$ cat src/rsil_pkg.sv
// constants and types shared by the restart interlock design
package rsil_pkg;
    // device clock rate and the press timer width
    localparam int unsigned CLK_HZ      = 40_000_000;
    localparam int unsigned CLK_KHZ     = CLK_HZ / 1000;
    localparam int unsigned CNT_W       = 31;

    // press and indicator times in milliseconds, as specified
    localparam int unsigned MIN_PRESS_MS = 150;
    localparam int unsigned MAX_PRESS_MS = 4000;
    localparam int unsigned STUCK_MS     = 30000;
    localparam int unsigned BLINK_MS     = 250;

    // derived cycle counts; all figures divide exactly at 40 MHz
    localparam logic [CNT_W-1:0] MIN_PRESS_CYC =
        CNT_W'(64'(MIN_PRESS_MS) * 64'(CLK_KHZ));
    localparam logic [CNT_W-1:0] MAX_PRESS_CYC =
        CNT_W'(64'(MAX_PRESS_MS) * 64'(CLK_KHZ));
    localparam logic [CNT_W-1:0] STUCK_CYC =
        CNT_W'(64'(STUCK_MS) * 64'(CLK_KHZ));
    localparam logic [CNT_W-1:0] BLINK_CYC =
        CNT_W'(64'(BLINK_MS) * 64'(CLK_KHZ));

    // shared line slots: released in slots 0 and 1, sampled in slot 1
    localparam int unsigned      SLOT_W      = 4;
    localparam logic [SLOT_W-1:0] SLOT_SAMPLE = 4'h1;
    localparam logic [SLOT_W-1:0] SLOT_RESET  = 4'h0;

    // values after reset
    localparam logic        RES_EN_RESET = 1'b1;
    localparam logic [CNT_W-1:0] CNT_ZERO = 31'h0;

    // operating states of the receiver
    typedef enum logic [1:0] {
        ST_LOCKED,
        ST_ON,
        ST_FAULT
    } rsil_state_t;

    // status indications travel together
    typedef struct packed {
        logic red;
        logic yellow;
        logic green;
        logic segment_flash;
    } rsil_ind_t;

    localparam rsil_ind_t IND_RESET = 4'h8;
endpackage

$ cat src/rsil_interlock.sv
// restart interlock, safety outputs and status indications of the receiver
// What this block does
// - release after 0.15 to 4 s unlocks to ON
// - press of 4 s or longer is discarded
// - button held 30 s means fault state
// - red lit while locked and outputs off
// - yellow lit when field clear, awaiting unlock
// - field free and released: green, outputs on
// - trip or supply loss engages the interlock
// - marginal field with alignment display: flashing green
// - button line drives lamp inverse of outputs
`timescale 1ns/1ps
module rsil_interlock #(
    parameter logic [rsil_pkg::CNT_W-1:0] MIN_PRESS_CYCLES =
        rsil_pkg::MIN_PRESS_CYC,
    parameter logic [rsil_pkg::CNT_W-1:0] MAX_PRESS_CYCLES =
        rsil_pkg::MAX_PRESS_CYC,
    parameter logic [rsil_pkg::CNT_W-1:0] STUCK_CYCLES =
        rsil_pkg::STUCK_CYC,
    parameter logic [rsil_pkg::CNT_W-1:0] BLINK_CYCLES =
        rsil_pkg::BLINK_CYC
) (
    input  wire logic                ref_clk,
    input  wire logic                nrst,
    input  wire logic                reset_button_line_in,
    output logic                     reset_button_line_out,
    output logic                     reset_button_line_oe,
    input  wire logic                interlock_select_input,
    input  wire logic                field_clear,
    input  wire logic                field_marginal,
    input  wire logic                align_display_en,
    input  wire logic                supply_fail,
    output logic                     safety_output_first,
    output logic                     safety_output_second,
    output rsil_pkg::rsil_ind_t      status_reg
);
    import rsil_pkg::*;

    // last slot with the lamp let go; declared ahead of its first reader
    localparam logic [SLOT_W-1:0] SAMPLE_END = SLOT_SAMPLE;

    rsil_state_t       state_reg;      // operating state
    rsil_state_t       state_next;
    logic [SLOT_W-1:0] slot_reg;       // shared line time slot
    logic [SLOT_W-1:0] slot_next;
    logic              btn_reg;        // sampled button level
    logic              btn_next;
    logic              btn_prev_reg;   // level one cycle earlier
    logic              res_en_reg;     // interlock function enabled
    logic              res_en_next;
    logic              safety_switching_outputs_reg;       // both safety outputs
    logic              safety_switching_outputs_next;
    logic              lamp_oe_reg;    // driving the lamp this cycle
    logic              lamp_oe_next;
    logic              lamp_reg;       // lamp level
    logic              lamp_next;
    rsil_ind_t         ind_next;       // indications next cycle
    logic [CNT_W-1:0]  blink_cnt_reg;  // flash period divider
    logic [CNT_W-1:0]  blink_cnt_next;
    logic              blink_reg;      // flash phase
    logic              blink_next;
    logic [CNT_W-1:0]  press_cnt;      // cycles the button has been held
    logic              released;       // falling edge of the button
    logic              valid_press;    // release inside the window
    logic              long_release;   // release after the window
    logic              stuck;          // held long enough to call a short
    logic              flash_cond;     // marginal field shown as flashing

    // press duration counter runs while the sampled button is high
    rsil_press_timer u_press_timer (
        .ref_clk   (ref_clk),
        .nrst      (nrst),
        .run       (btn_reg),
        .count_reg (press_cnt)
    );

    // press classification from the held duration
    always_comb begin
        released     = btn_prev_reg && !btn_reg;
        valid_press  = released && (press_cnt >= MIN_PRESS_CYCLES)
                     && (press_cnt < MAX_PRESS_CYCLES);
        long_release = released && (press_cnt >= MAX_PRESS_CYCLES);
        stuck        = btn_reg && (press_cnt >= STUCK_CYCLES - CNT_W'(1));
        flash_cond   = align_display_en && field_marginal && field_clear;
    end

    // line sampling: the lamp drive is let go for two slots so the
    // button level is not masked by our own lamp current
    always_comb begin
        slot_next   = slot_reg + SLOT_W'(1);
        btn_next    = btn_reg;
        res_en_next = res_en_reg;
        if (slot_reg == SLOT_SAMPLE) begin
            btn_next = reset_button_line_in;
            // bridged select follows the button line; judge it only
            // while the button is released, else a bridge looks strapped
            if (!reset_button_line_in) begin
                res_en_next = interlock_select_input;
            end
        end
    end

    // state transitions; fault is left only through power-on reset
    always_comb begin
        state_next = state_reg;
        case (state_reg)
            ST_LOCKED: begin
                if (stuck) begin
                    state_next = ST_FAULT;
                end else if (supply_fail) begin
                    state_next = ST_LOCKED;
                end else if (field_clear && (!res_en_reg || valid_press)) begin
                    state_next = ST_ON;
                end
            end
            ST_ON: begin
                if (stuck) begin
                    state_next = ST_FAULT;
                end else if (supply_fail || !field_clear) begin
                    state_next = ST_LOCKED;
                end
            end
            ST_FAULT: begin
                state_next = ST_FAULT;
            end
            default: begin
                state_next = ST_FAULT;   // illegal code is unsafe
            end
        endcase
    end

    // outputs, lamp and indications follow the next state
    always_comb begin
        safety_switching_outputs_next    = (state_next == ST_ON);
        lamp_next    = !safety_switching_outputs_next;
        lamp_oe_next = lamp_next && (slot_next > SAMPLE_END);
        ind_next.red    = !safety_switching_outputs_next;
        ind_next.yellow = (state_next == ST_LOCKED) && field_clear
                        && res_en_reg;
        if (safety_switching_outputs_next && flash_cond) begin
            ind_next.green         = blink_reg;
            ind_next.segment_flash = 1'b1;
        end else begin
            ind_next.green         = safety_switching_outputs_next;
            ind_next.segment_flash = 1'b0;
        end
    end

    // flash divider: flash phase flips every blink period
    always_comb begin
        if (blink_cnt_reg >= BLINK_CYCLES - CNT_W'(1)) begin
            blink_cnt_next = CNT_ZERO;
            blink_next     = !blink_reg;
        end else begin
            blink_cnt_next = blink_cnt_reg + CNT_W'(1);
            blink_next     = blink_reg;
        end
    end

    // register stage; reset starts locked as after a supply loss
    always_ff @(posedge ref_clk or negedge nrst) begin
        if (!nrst) begin
            state_reg     <= ST_LOCKED;
            slot_reg      <= SLOT_RESET;
            btn_reg       <= 1'b0;
            btn_prev_reg  <= 1'b0;
            res_en_reg    <= RES_EN_RESET;
            safety_switching_outputs_reg      <= 1'b0;
            lamp_reg      <= 1'b0;
            lamp_oe_reg   <= 1'b0;
            status_reg    <= IND_RESET;
            blink_cnt_reg <= CNT_ZERO;
            blink_reg     <= 1'b0;
        end else begin
            state_reg     <= state_next;
            slot_reg      <= slot_next;
            btn_reg       <= btn_next;
            btn_prev_reg  <= btn_reg;
            res_en_reg    <= res_en_next;
            safety_switching_outputs_reg      <= safety_switching_outputs_next;
            lamp_reg      <= lamp_next;
            lamp_oe_reg   <= lamp_oe_next;
            status_reg    <= ind_next;
            blink_cnt_reg <= blink_cnt_next;
            blink_reg     <= blink_next;
        end
    end

    // pins come straight from flip-flops
    assign safety_output_first   = safety_switching_outputs_reg;
    assign safety_output_second  = safety_switching_outputs_reg;
    assign reset_button_line_out = lamp_reg;
    assign reset_button_line_oe  = lamp_oe_reg;
endmodule

$ cat src/rsil_press_timer.sv
// saturating press duration counter
`timescale 1ns/1ps
module rsil_press_timer (
    input  wire logic                         ref_clk,
    input  wire logic                         nrst,
    input  wire logic                         run,
    output logic      [rsil_pkg::CNT_W-1:0]   count_reg
);
    import rsil_pkg::*;

    logic [CNT_W-1:0] count_next;   // next count

    // counts while run is high, clears when it drops, never wraps
    always_comb begin
        if (!run) begin
            count_next = CNT_ZERO;
        end else if (&count_reg) begin
            count_next = count_reg;   // saturate: a wrap would fake a short press
        end else begin
            count_next = count_reg + CNT_W'(1);
        end
    end

    // register stage
    always_ff @(posedge ref_clk or negedge nrst) begin
        if (!nrst) begin
            count_reg <= CNT_ZERO;
        end else begin
            count_reg <= count_next;
        end
    end
endmodule

$ cat config.mk
export PLATFORM = sky130hd
export DESIGN_NAME = rsil_interlock
export DESIGN_NICKNAME = d
export VERILOG_FILES = /design/src/rsil_pkg.sv /design/src/rsil_interlock.sv /design/src/rsil_press_timer.sv
export SDC_FILE = /design/constraint.sdc
export NUM_CORES = 1
export LEC_CHECK = 0
export ABC_AREA = 1
export CORE_MARGIN = 3
export CORE_UTILIZATION = 50
export CTS_BUF_LIST = sky130_fd_sc_hd__clkbuf_4 sky130_fd_sc_hd__clkbuf_8
export DETAILED_ROUTE_END_ITERATION = 16
export DONT_BUFFER_PORTS = 1
export PLACE_DENSITY = 0.61
export SLEW_MARGIN = 20
export SYNTH_ARGS = -nofsm -noshare
export SYNTH_HDL_FRONTEND = slang
export SYNTH_SLANG_ARGS = --single-unit
$ cat constraint.sdc
create_clock -name ref_clk -period 5.3 [get_ports ref_clk]
set_clock_uncertainty 0.1 [all_clocks]
set_input_delay 0 -clock ref_clk [delete_from_list [all_inputs] [get_ports ref_clk]]
set_output_delay 0 -clock ref_clk [all_outputs]
set_load 0.02 [all_outputs]
==> results.md, run 1 <==
- Max transition margin: 53.0%
- Worst path required time: 5490 ps
- Slew Viols, Final: 0
- Synth Flop Type: dfrtp_1
- Reg-to-reg slack, setup: 2820 ps
- Pint: 0.898 mW
- FMAX: 0.403 GHz
- Clock share of power: 43.4%
- Outcome: finished clean
- Worst skew pair latency: 350 ps
- Leakage: 2.31 nW
- Maxcap violations: 0
- Switching share of power: 23.9%
- # DRC: 0
- First DRT Iteration DRCs: 350
- Synth area leader: dfrtp_1
- Async S/R FF share, synth: 100%
- Io pins: 16
- Fill cells: 860
- Utilization after layout: 57.2%
- CP endpoint kind: flip-flop
- Crit Reg-Reg Startpoint: u_press_timer.count_reg[0]$_DFFE_PN0P_
- Post-route ant nets: 0
- Vias in the first global route: 3,643
- Clock buffer depth: 2
- Layout area overhead: 9.79%
- Hold Buf Count CTS: 10
- DIE WIDTH: 102 um
- Cell area after synthesis: 0.00459 sq mm
- Startpoint type of the worst setup path: flip-flop
- CTS-repair resized insts: 0
- Final Hold Vio Count: 0
- CORE AREA: 0.00881 sq mm
- Nets: 652
- Yosys warns: 0
- Hold Crit Class: input port to async pin
- Peak supply drop: 184 uV
- P_sw: 0.281 mW
- Final Instance Area: 0.00504 sq mm
- Seq/Total Area, Yosys: 43.1%
- Die area: 0.0104 sq mm
- Count leader, synth: nand2_1
- Core Rows: 34
- GRT Overall Usage: 22.5%
- Cts bufs inserted: 9
- Setup TNS: 0 ps
- Setup repair bufs after CTS: 0
- Total Wirelength: 10,800 um
- PwrDens: 234 mW/mm^2
- Initial core utilization: 52.1%
- EDFF count, synth: 0
- PnR worst setup slack: 2820 ps
- Die Height: 102 um
- Initial antenna violation count: 0
- Routed length per instance: 14.4 um
- Final Critical Period: 2480 ps
- Top post-synthesis cells by count: nand2_1, nor2_1, dfrtp_1
- Pin count of the biggest net entering global routing: 80
- Data arrival, critical path: 2680 ps
- Vias: 3,992
- CP Class: flip-flop to flip-flop
- First-pass GRT wire length: 18,200 um
- Post-placement cell area: 0.00469 sq mm
- Synth top area share: 42.0%
- Library cells used by synthesis: 39
- Share of layout cells above drive strength 1: 9.02%
- #FFs+latches synth: 79
- Worst-path clk slew: 90 ps
- GR Overflow Total: 0
- Clock tree from TritonCTS: done
- Clk sinks: 79
- Least-Margin Pin Slew: 704 ps
- Clk root buf: clkbuf_8
- Comb pwr share: 3.7%
- Critical path peak fanout: 6
- Reg2reg path depth: 11
- Post-DP HPWL: 7950 um
- Cells after synthesis: 620
- Synth area leaders: dfrtp_1, nand2_1, nor2_1
- Total iterations of the first detailed-routing run: 5
- Syn Area/Cell: 7.40 sq um
- Ant. Diodes: 0
- Post-place setup slack: 2910 ps
- Global placer's final weighted congestion: 0.955
- DR vias/cell: 5.32
- Reg-to-reg endpoint: status_reg[0]$_DFF_PN0_
- Final setup violation count: 0
- Flop pwr share: 52.8%
- Port Buffer Count: 0
- Unrepaired setup endpoints after global routing: false
- CTS HTree Levels: 3
- Crit share post-route: 46.9%
==> area by class of cell <==
| type | count | area, sq um | area share, % |
|---|---|---|---|
| sequential | 79 | 1980 | 39.3 |
| timing repair buffer | 11 | 125 | 2.48 |
| multi-input combinational | 462 | 2290 | 45.4 |
| inverter | 75 | 282 | 5.59 |
| clock inverter | 7 | 104 | 2.06 |
| clock buffer | 9 | 124 | 2.46 |
| tap | 108 | 135 | 2.68 |
==> logic make-up (layout without fill, tap and decap cells) <==
family	count (synthesis)	in the layout	synth area share (%)
adders and majority gates	6	6	1.64
other	1	7	0.0817
and+or+nand+nor	394	394	39.3
DFF	79	79	43.1
AOI/OAI and AO/OA	35	35	4.58
xor gates and xnor gates	20	20	3.82
buffers and inverters	85	102	7.47
==> worst max-delay path: stages, from the launching register on <==
cell	delay [ps]
dfrtp_1	400
ha_1	260
nand2_1	150
nor2_4	60
nand2_2	120
nor2_1	60
nand2_1	60
nand3_1	160
a21oi_1	210
nand3_1	160
nor2_1	130
dlygate4sd3_1	560
==> cell usage in the layout, fill, tap and decap left out, drive strengths merged, types with 7 or more instances in the layout <==
cell type	count
dfrtp	77
nand2	149
xor2	16
o21ai	10
clkbuf	9
conb	7
o31ai	8
a21oi	15
nand4	18
nor3	28
nor2	120
or2	9
nor4	8
inv	77
nand3	57
dlygate4sd3	9
==> worst max-delay path by stage <==
| stage | from | to | slack [ps] | depth (start not counted) |
|---|---|---|---|---|
| 5_1_grt | u_press_timer.count_reg[1]$_DFFE_PN0P_ | status_reg[0]$_DFF_PN0_ | 2580 | 11 |
| 6_report | u_press_timer.count_reg[0]$_DFFE_PN0P_ | status_reg[0]$_DFF_PN0_ | 2820 | 11 |
| 3_5_place_dp | u_press_timer.count_reg[1]$_DFFE_PN0P_ | u_press_timer.count_reg[0]$_DFFE_PN0P_ | 2910 | 8 |
| 4_1_cts | u_press_timer.count_reg[0]$_DFFE_PN0P_ | status_reg[0]$_DFF_PN0_ | 2790 | 11 |
| 2_1_floorplan | u_press_timer.count_reg[0]$_DFFE_PN0P_ | u_press_timer.count_reg[1]$_DFFE_PN0P_ | 3610 | 9 |
| 3_3_place_gp | u_press_timer.count_reg[0]$_DFFE_PN0P_ | u_press_timer.count_reg[0]$_DFFE_PN0P_ | 2960 | 8 |
==> power groups by stage <==
stage | Clock, mW | Combinational, mW | Sequential, mW
final | 0.512 | 0.0439 | 0.623
after global routing | 0.555 | 0.0522 | 0.625
after CTS | 0.523 | 0.0454 | 0.623
after detailed placement | 0 | 0.0252 | 0.635
after global placement | 0 | 0.0250 | 0.635
after floorplan | 0 | 0.0213 | 0.633
==> through the flow <==
stage / hold WS [ps] / total power [mW] / instances
6_report: 142 / 1.18 / 751
3_3_place_gp: -394 / 0.660 / 725
5_1_grt: 195 / 1.23 / 751
3_5_place_dp: -394 / 0.660 / 725
2_1_floorplan: -396 / 0.654 / 626
4_1_cts: 161 / 1.19 / 751
==> per-layer routing <==
layer  vias up  track usage (%)  routed length, um  part of all wire [%]
met5         -                0                  0                     0
li1       2018                -                  -                     -
met3        15             3.51                685                   6.3
met1      1837             35.6               5490                    51
met2       122             31.4               4510                    42
met4         0             6.54                147                   1.4
Note: power is estimated with default switching activity, not from simulation.
==> inputs of run 2 (changes only) <==
PLACE_DENSITY = 0.64   (was 0.61)
clock period = 2 ns   (was 5.3 ns; I/O delays follow)
==> run 2 against run 1 <==
Routed wire length is 2.4% higher. Sequential power grew to 2.6 times the previous value. Cell count is 2.7% higher. Register-to-register slack worse by 2700 ps. Combinational power grew to 2.7 times the previous value. Clock-buffer cell count stayed put. Largest cell class unchanged. Critical path depth is 2 lower. Sequential cell count stayed put. Global-route usage is 0.54 points higher. Sequential share of layout area is 1.2 points lower. Maximum frequency is 31% higher. First-iteration DRC count is 26% lower.
==> results.md, run 2 (synthesis results as in run 1) <==
- Nets: 672 (+3.1%)
- Comb pwr share: 4.0% (+0.3 points)
- GRT Overall Usage: 23.0% (+0.54 points)
- DP Cell Count: 744 (+2.6%)
- Setup TNS: 0 ps (unchanged)
- Fill cells: 862 (+0.23%)
- Io pins: 16 (unchanged)
- Delay-heaviest family, CP: buffers and inverters
- P_sw: 0.792 mW (+180%)
- Clk root buf: clkbuf_8
- First-pass GRT wire length: 18,700 um (+2.9%)
- Flop pwr share: 56.1% (+3.3 points)
- Layout area overhead: 13.4%
- Worst path required time: 2170 ps (-3320 ps)
- Maxcap violations: 0 (unchanged)
- Final Critical Period: 1890 ps (-593 ps)
- Final Hold Vio Count: 0 (unchanged)
- Outcome: finished clean
- Core Rows: 34 (unchanged)
- CORE AREA: 0.00881 sq mm (unchanged)
- DR vias/cell: 5.23 (-1.7%)
- Reg-to-reg endpoint: res_en_reg$_DFFE_PN1P_
- Post-place setup slack: 63.7 ps (-2850 ps)
- Worst path bufs/invs: 3 (+2)
- Initial antenna violation count: 0 (unchanged)
- Global placer's final weighted congestion: 1.01 (+6.0%)
- Initial core utilization: 52.1% (unchanged)
- Slew Viols, Final: 0 (unchanged)
- Cts bufs inserted: 9 (unchanged)
- # DRC: 0 (unchanged)
- Most common cell after layout, fill and taps aside: nand2_1
- Layout Cells excl Fill: 771 (+2.7%)
- Vias: 4,029 (+0.93%)
- Share of layout cells above drive strength 1: 13.1% (+4.1 points)
- Crit path from: slot_reg[1]$_DFF_PN0_
- First DRT Iteration DRCs: 260 (-26%)
- Worst skew pair latency: 350 ps (about the same)
- Worst-path clk slew: 100 ps (about the same)
- Post-placement cell area: 0.00485 sq mm (+3.3%)
- Clk sinks: 79 (unchanged)
- Pin count of the biggest net entering global routing: 80 (unchanged)
- Critical Path End: res_en_reg$_DFFE_PN1P_
- Reg-to-reg slack, setup: 110 ps (-2710 ps)
- Ant. Diodes: 0 (unchanged)
- CP max-delay cell: dlygate4sd3_1
- Highest-count cells in the layout ignoring fill and taps: nand2_1, nor2_1, dfrtp_1
- Utilization after layout: 59.1% (+1.9 points)
- Critical path peak fanout: 3 (-3)
- CP Class: flip-flop to flip-flop
- Critical path depth: 9 (-2)
- Switching share of power: 26.9% (+3.0 points)
- Startpoint type of the worst setup path: flip-flop
- Final setup violation count: 0 (unchanged)
- Post-DP HPWL: 8410 um (+5.8%)
- Leakage: 2.43 nW (+4.9%)
- Routed length per instance: 14.4 um (-0.22%)
- Port Buffer Count: 0 (unchanged)
- Data arrival, critical path: 2060 ps (-620 ps)
- PwrDens: 567 mW/mm^2 (+140%)
- CP endpoint kind: flip-flop
- Post-route ant nets: 0 (unchanged)
- Vias in the first global route: 3,798 (+4.3%)
- PnR worst setup slack: 109 ps (-2710 ps)
- Reg2reg path depth: 9 (-2)
- GR Overflow Total: 0 (unchanged)
- Worst-path cell chain: inv_1 > ha_1 > nand2_1 > nor2_2 > inv_1 > nor2_2 > nand2_1 > dlygate4sd3_1 > o21ai_0
- CTS HTree Levels: 3 (unchanged)
- Critical path's largest stage delay: 560 ps (about the same)
- Die Height: 102 um (unchanged)
- Crit Reg-Reg Startpoint: slot_reg[1]$_DFF_PN0_
- Pint: 2.16 mW (+140%)
- Die area: 0.0104 sq mm (unchanged)
- Crit share post-route: 94.5% (+48 points)
- Final Instance Area: 0.00520 sq mm (+3.3%)
- FMAX: 0.529 GHz (+31%)
- Hold Crit Class: input port to async pin
- Total Wirelength: 11,100 um (+2.4%)
- DIE WIDTH: 102 um (unchanged)
- Clock buffer depth: 2 (unchanged)
- Clock tree from TritonCTS: done
- Peak supply drop: 462 uV (+150%)
- Clock share of power: 39.9% (-3.5 points)
- Total iterations of the first detailed-routing run: 5 (unchanged)
[run 2: power by group through the flow]
stage	clock network, mW	registers [mW]	logic [mW]
floorplan	0	1.68	0.0563
global placement	0	1.69	0.0650
detailed placement	0	1.69	0.0666
CTS	1.21	1.65	0.117
finish	1.18	1.65	0.118
global route	1.29	1.66	0.135
[run 2: worst min path at each step]
stage | start | end | slack, ps | cells past startpoint
finish | nrst | u_press_timer.count_reg[13]$_DFFE_PN0P_ | 90 | 2
global route | nrst | u_press_timer.count_reg[14]$_DFFE_PN0P_ | 110 | 2
CTS | nrst | u_press_timer.count_reg[14]$_DFFE_PN0P_ | 100 | 2
detailed placement | nrst | u_press_timer.count_reg[14]$_DFFE_PN0P_ | -390 | 0
global placement | nrst | u_press_timer.count_reg[23]$_DFFE_PN0P_ | -390 | 0
floorplan | nrst | blink_cnt_reg[0]$_DFF_PN0_ | -400 | 0
[run 2: area by class of cell]
class	instances	area, sq um	share of cell area (%)
clock buffer	9	124	2.38
clock inverter	7	72.6	1.40
inverter	75	282	5.41
multi-input combinational	462	2330	44.7
sequential	79	1980	38.1
tap	108	135	2.60
timing repair buffer	31	283	5.44
[run 2: per-stage QoR]
step / hold WS, ps / power (mW)
2_1_floorplan: -396 / 1.73
3_3_place_gp: -392 / 1.75
3_5_place_dp: -392 / 1.75
4_1_cts: 100 / 2.98
5_1_grt: 114 / 3.08
6_report: 92.0 / 2.95
[run 2: layer usage]
layer | part of all wire (%) | track usage, % | routed length (um) | vias to the layer above
li1 | - | - | - | 2056
met1 | 52 | 35.9 | 5750 | 1873
met2 | 42 | 32.6 | 4710 | 91
met3 | 4.7 | 3.79 | 517 | 9
met4 | 1.1 | 6.75 | 127 | 0
met5 | 0 | 0 | 0 | -
[run 2: timing repair]
| action | in CTS | in global routing |
|---|---|---|
| buffers inserted | 0 | 3 |
| hold endpoints to repair | 89 | 0 |
| setup endpoints to repair | 0 | 25 |
| hold buffers | 8 | 0 |
| resized for setup | 0 | 8 |
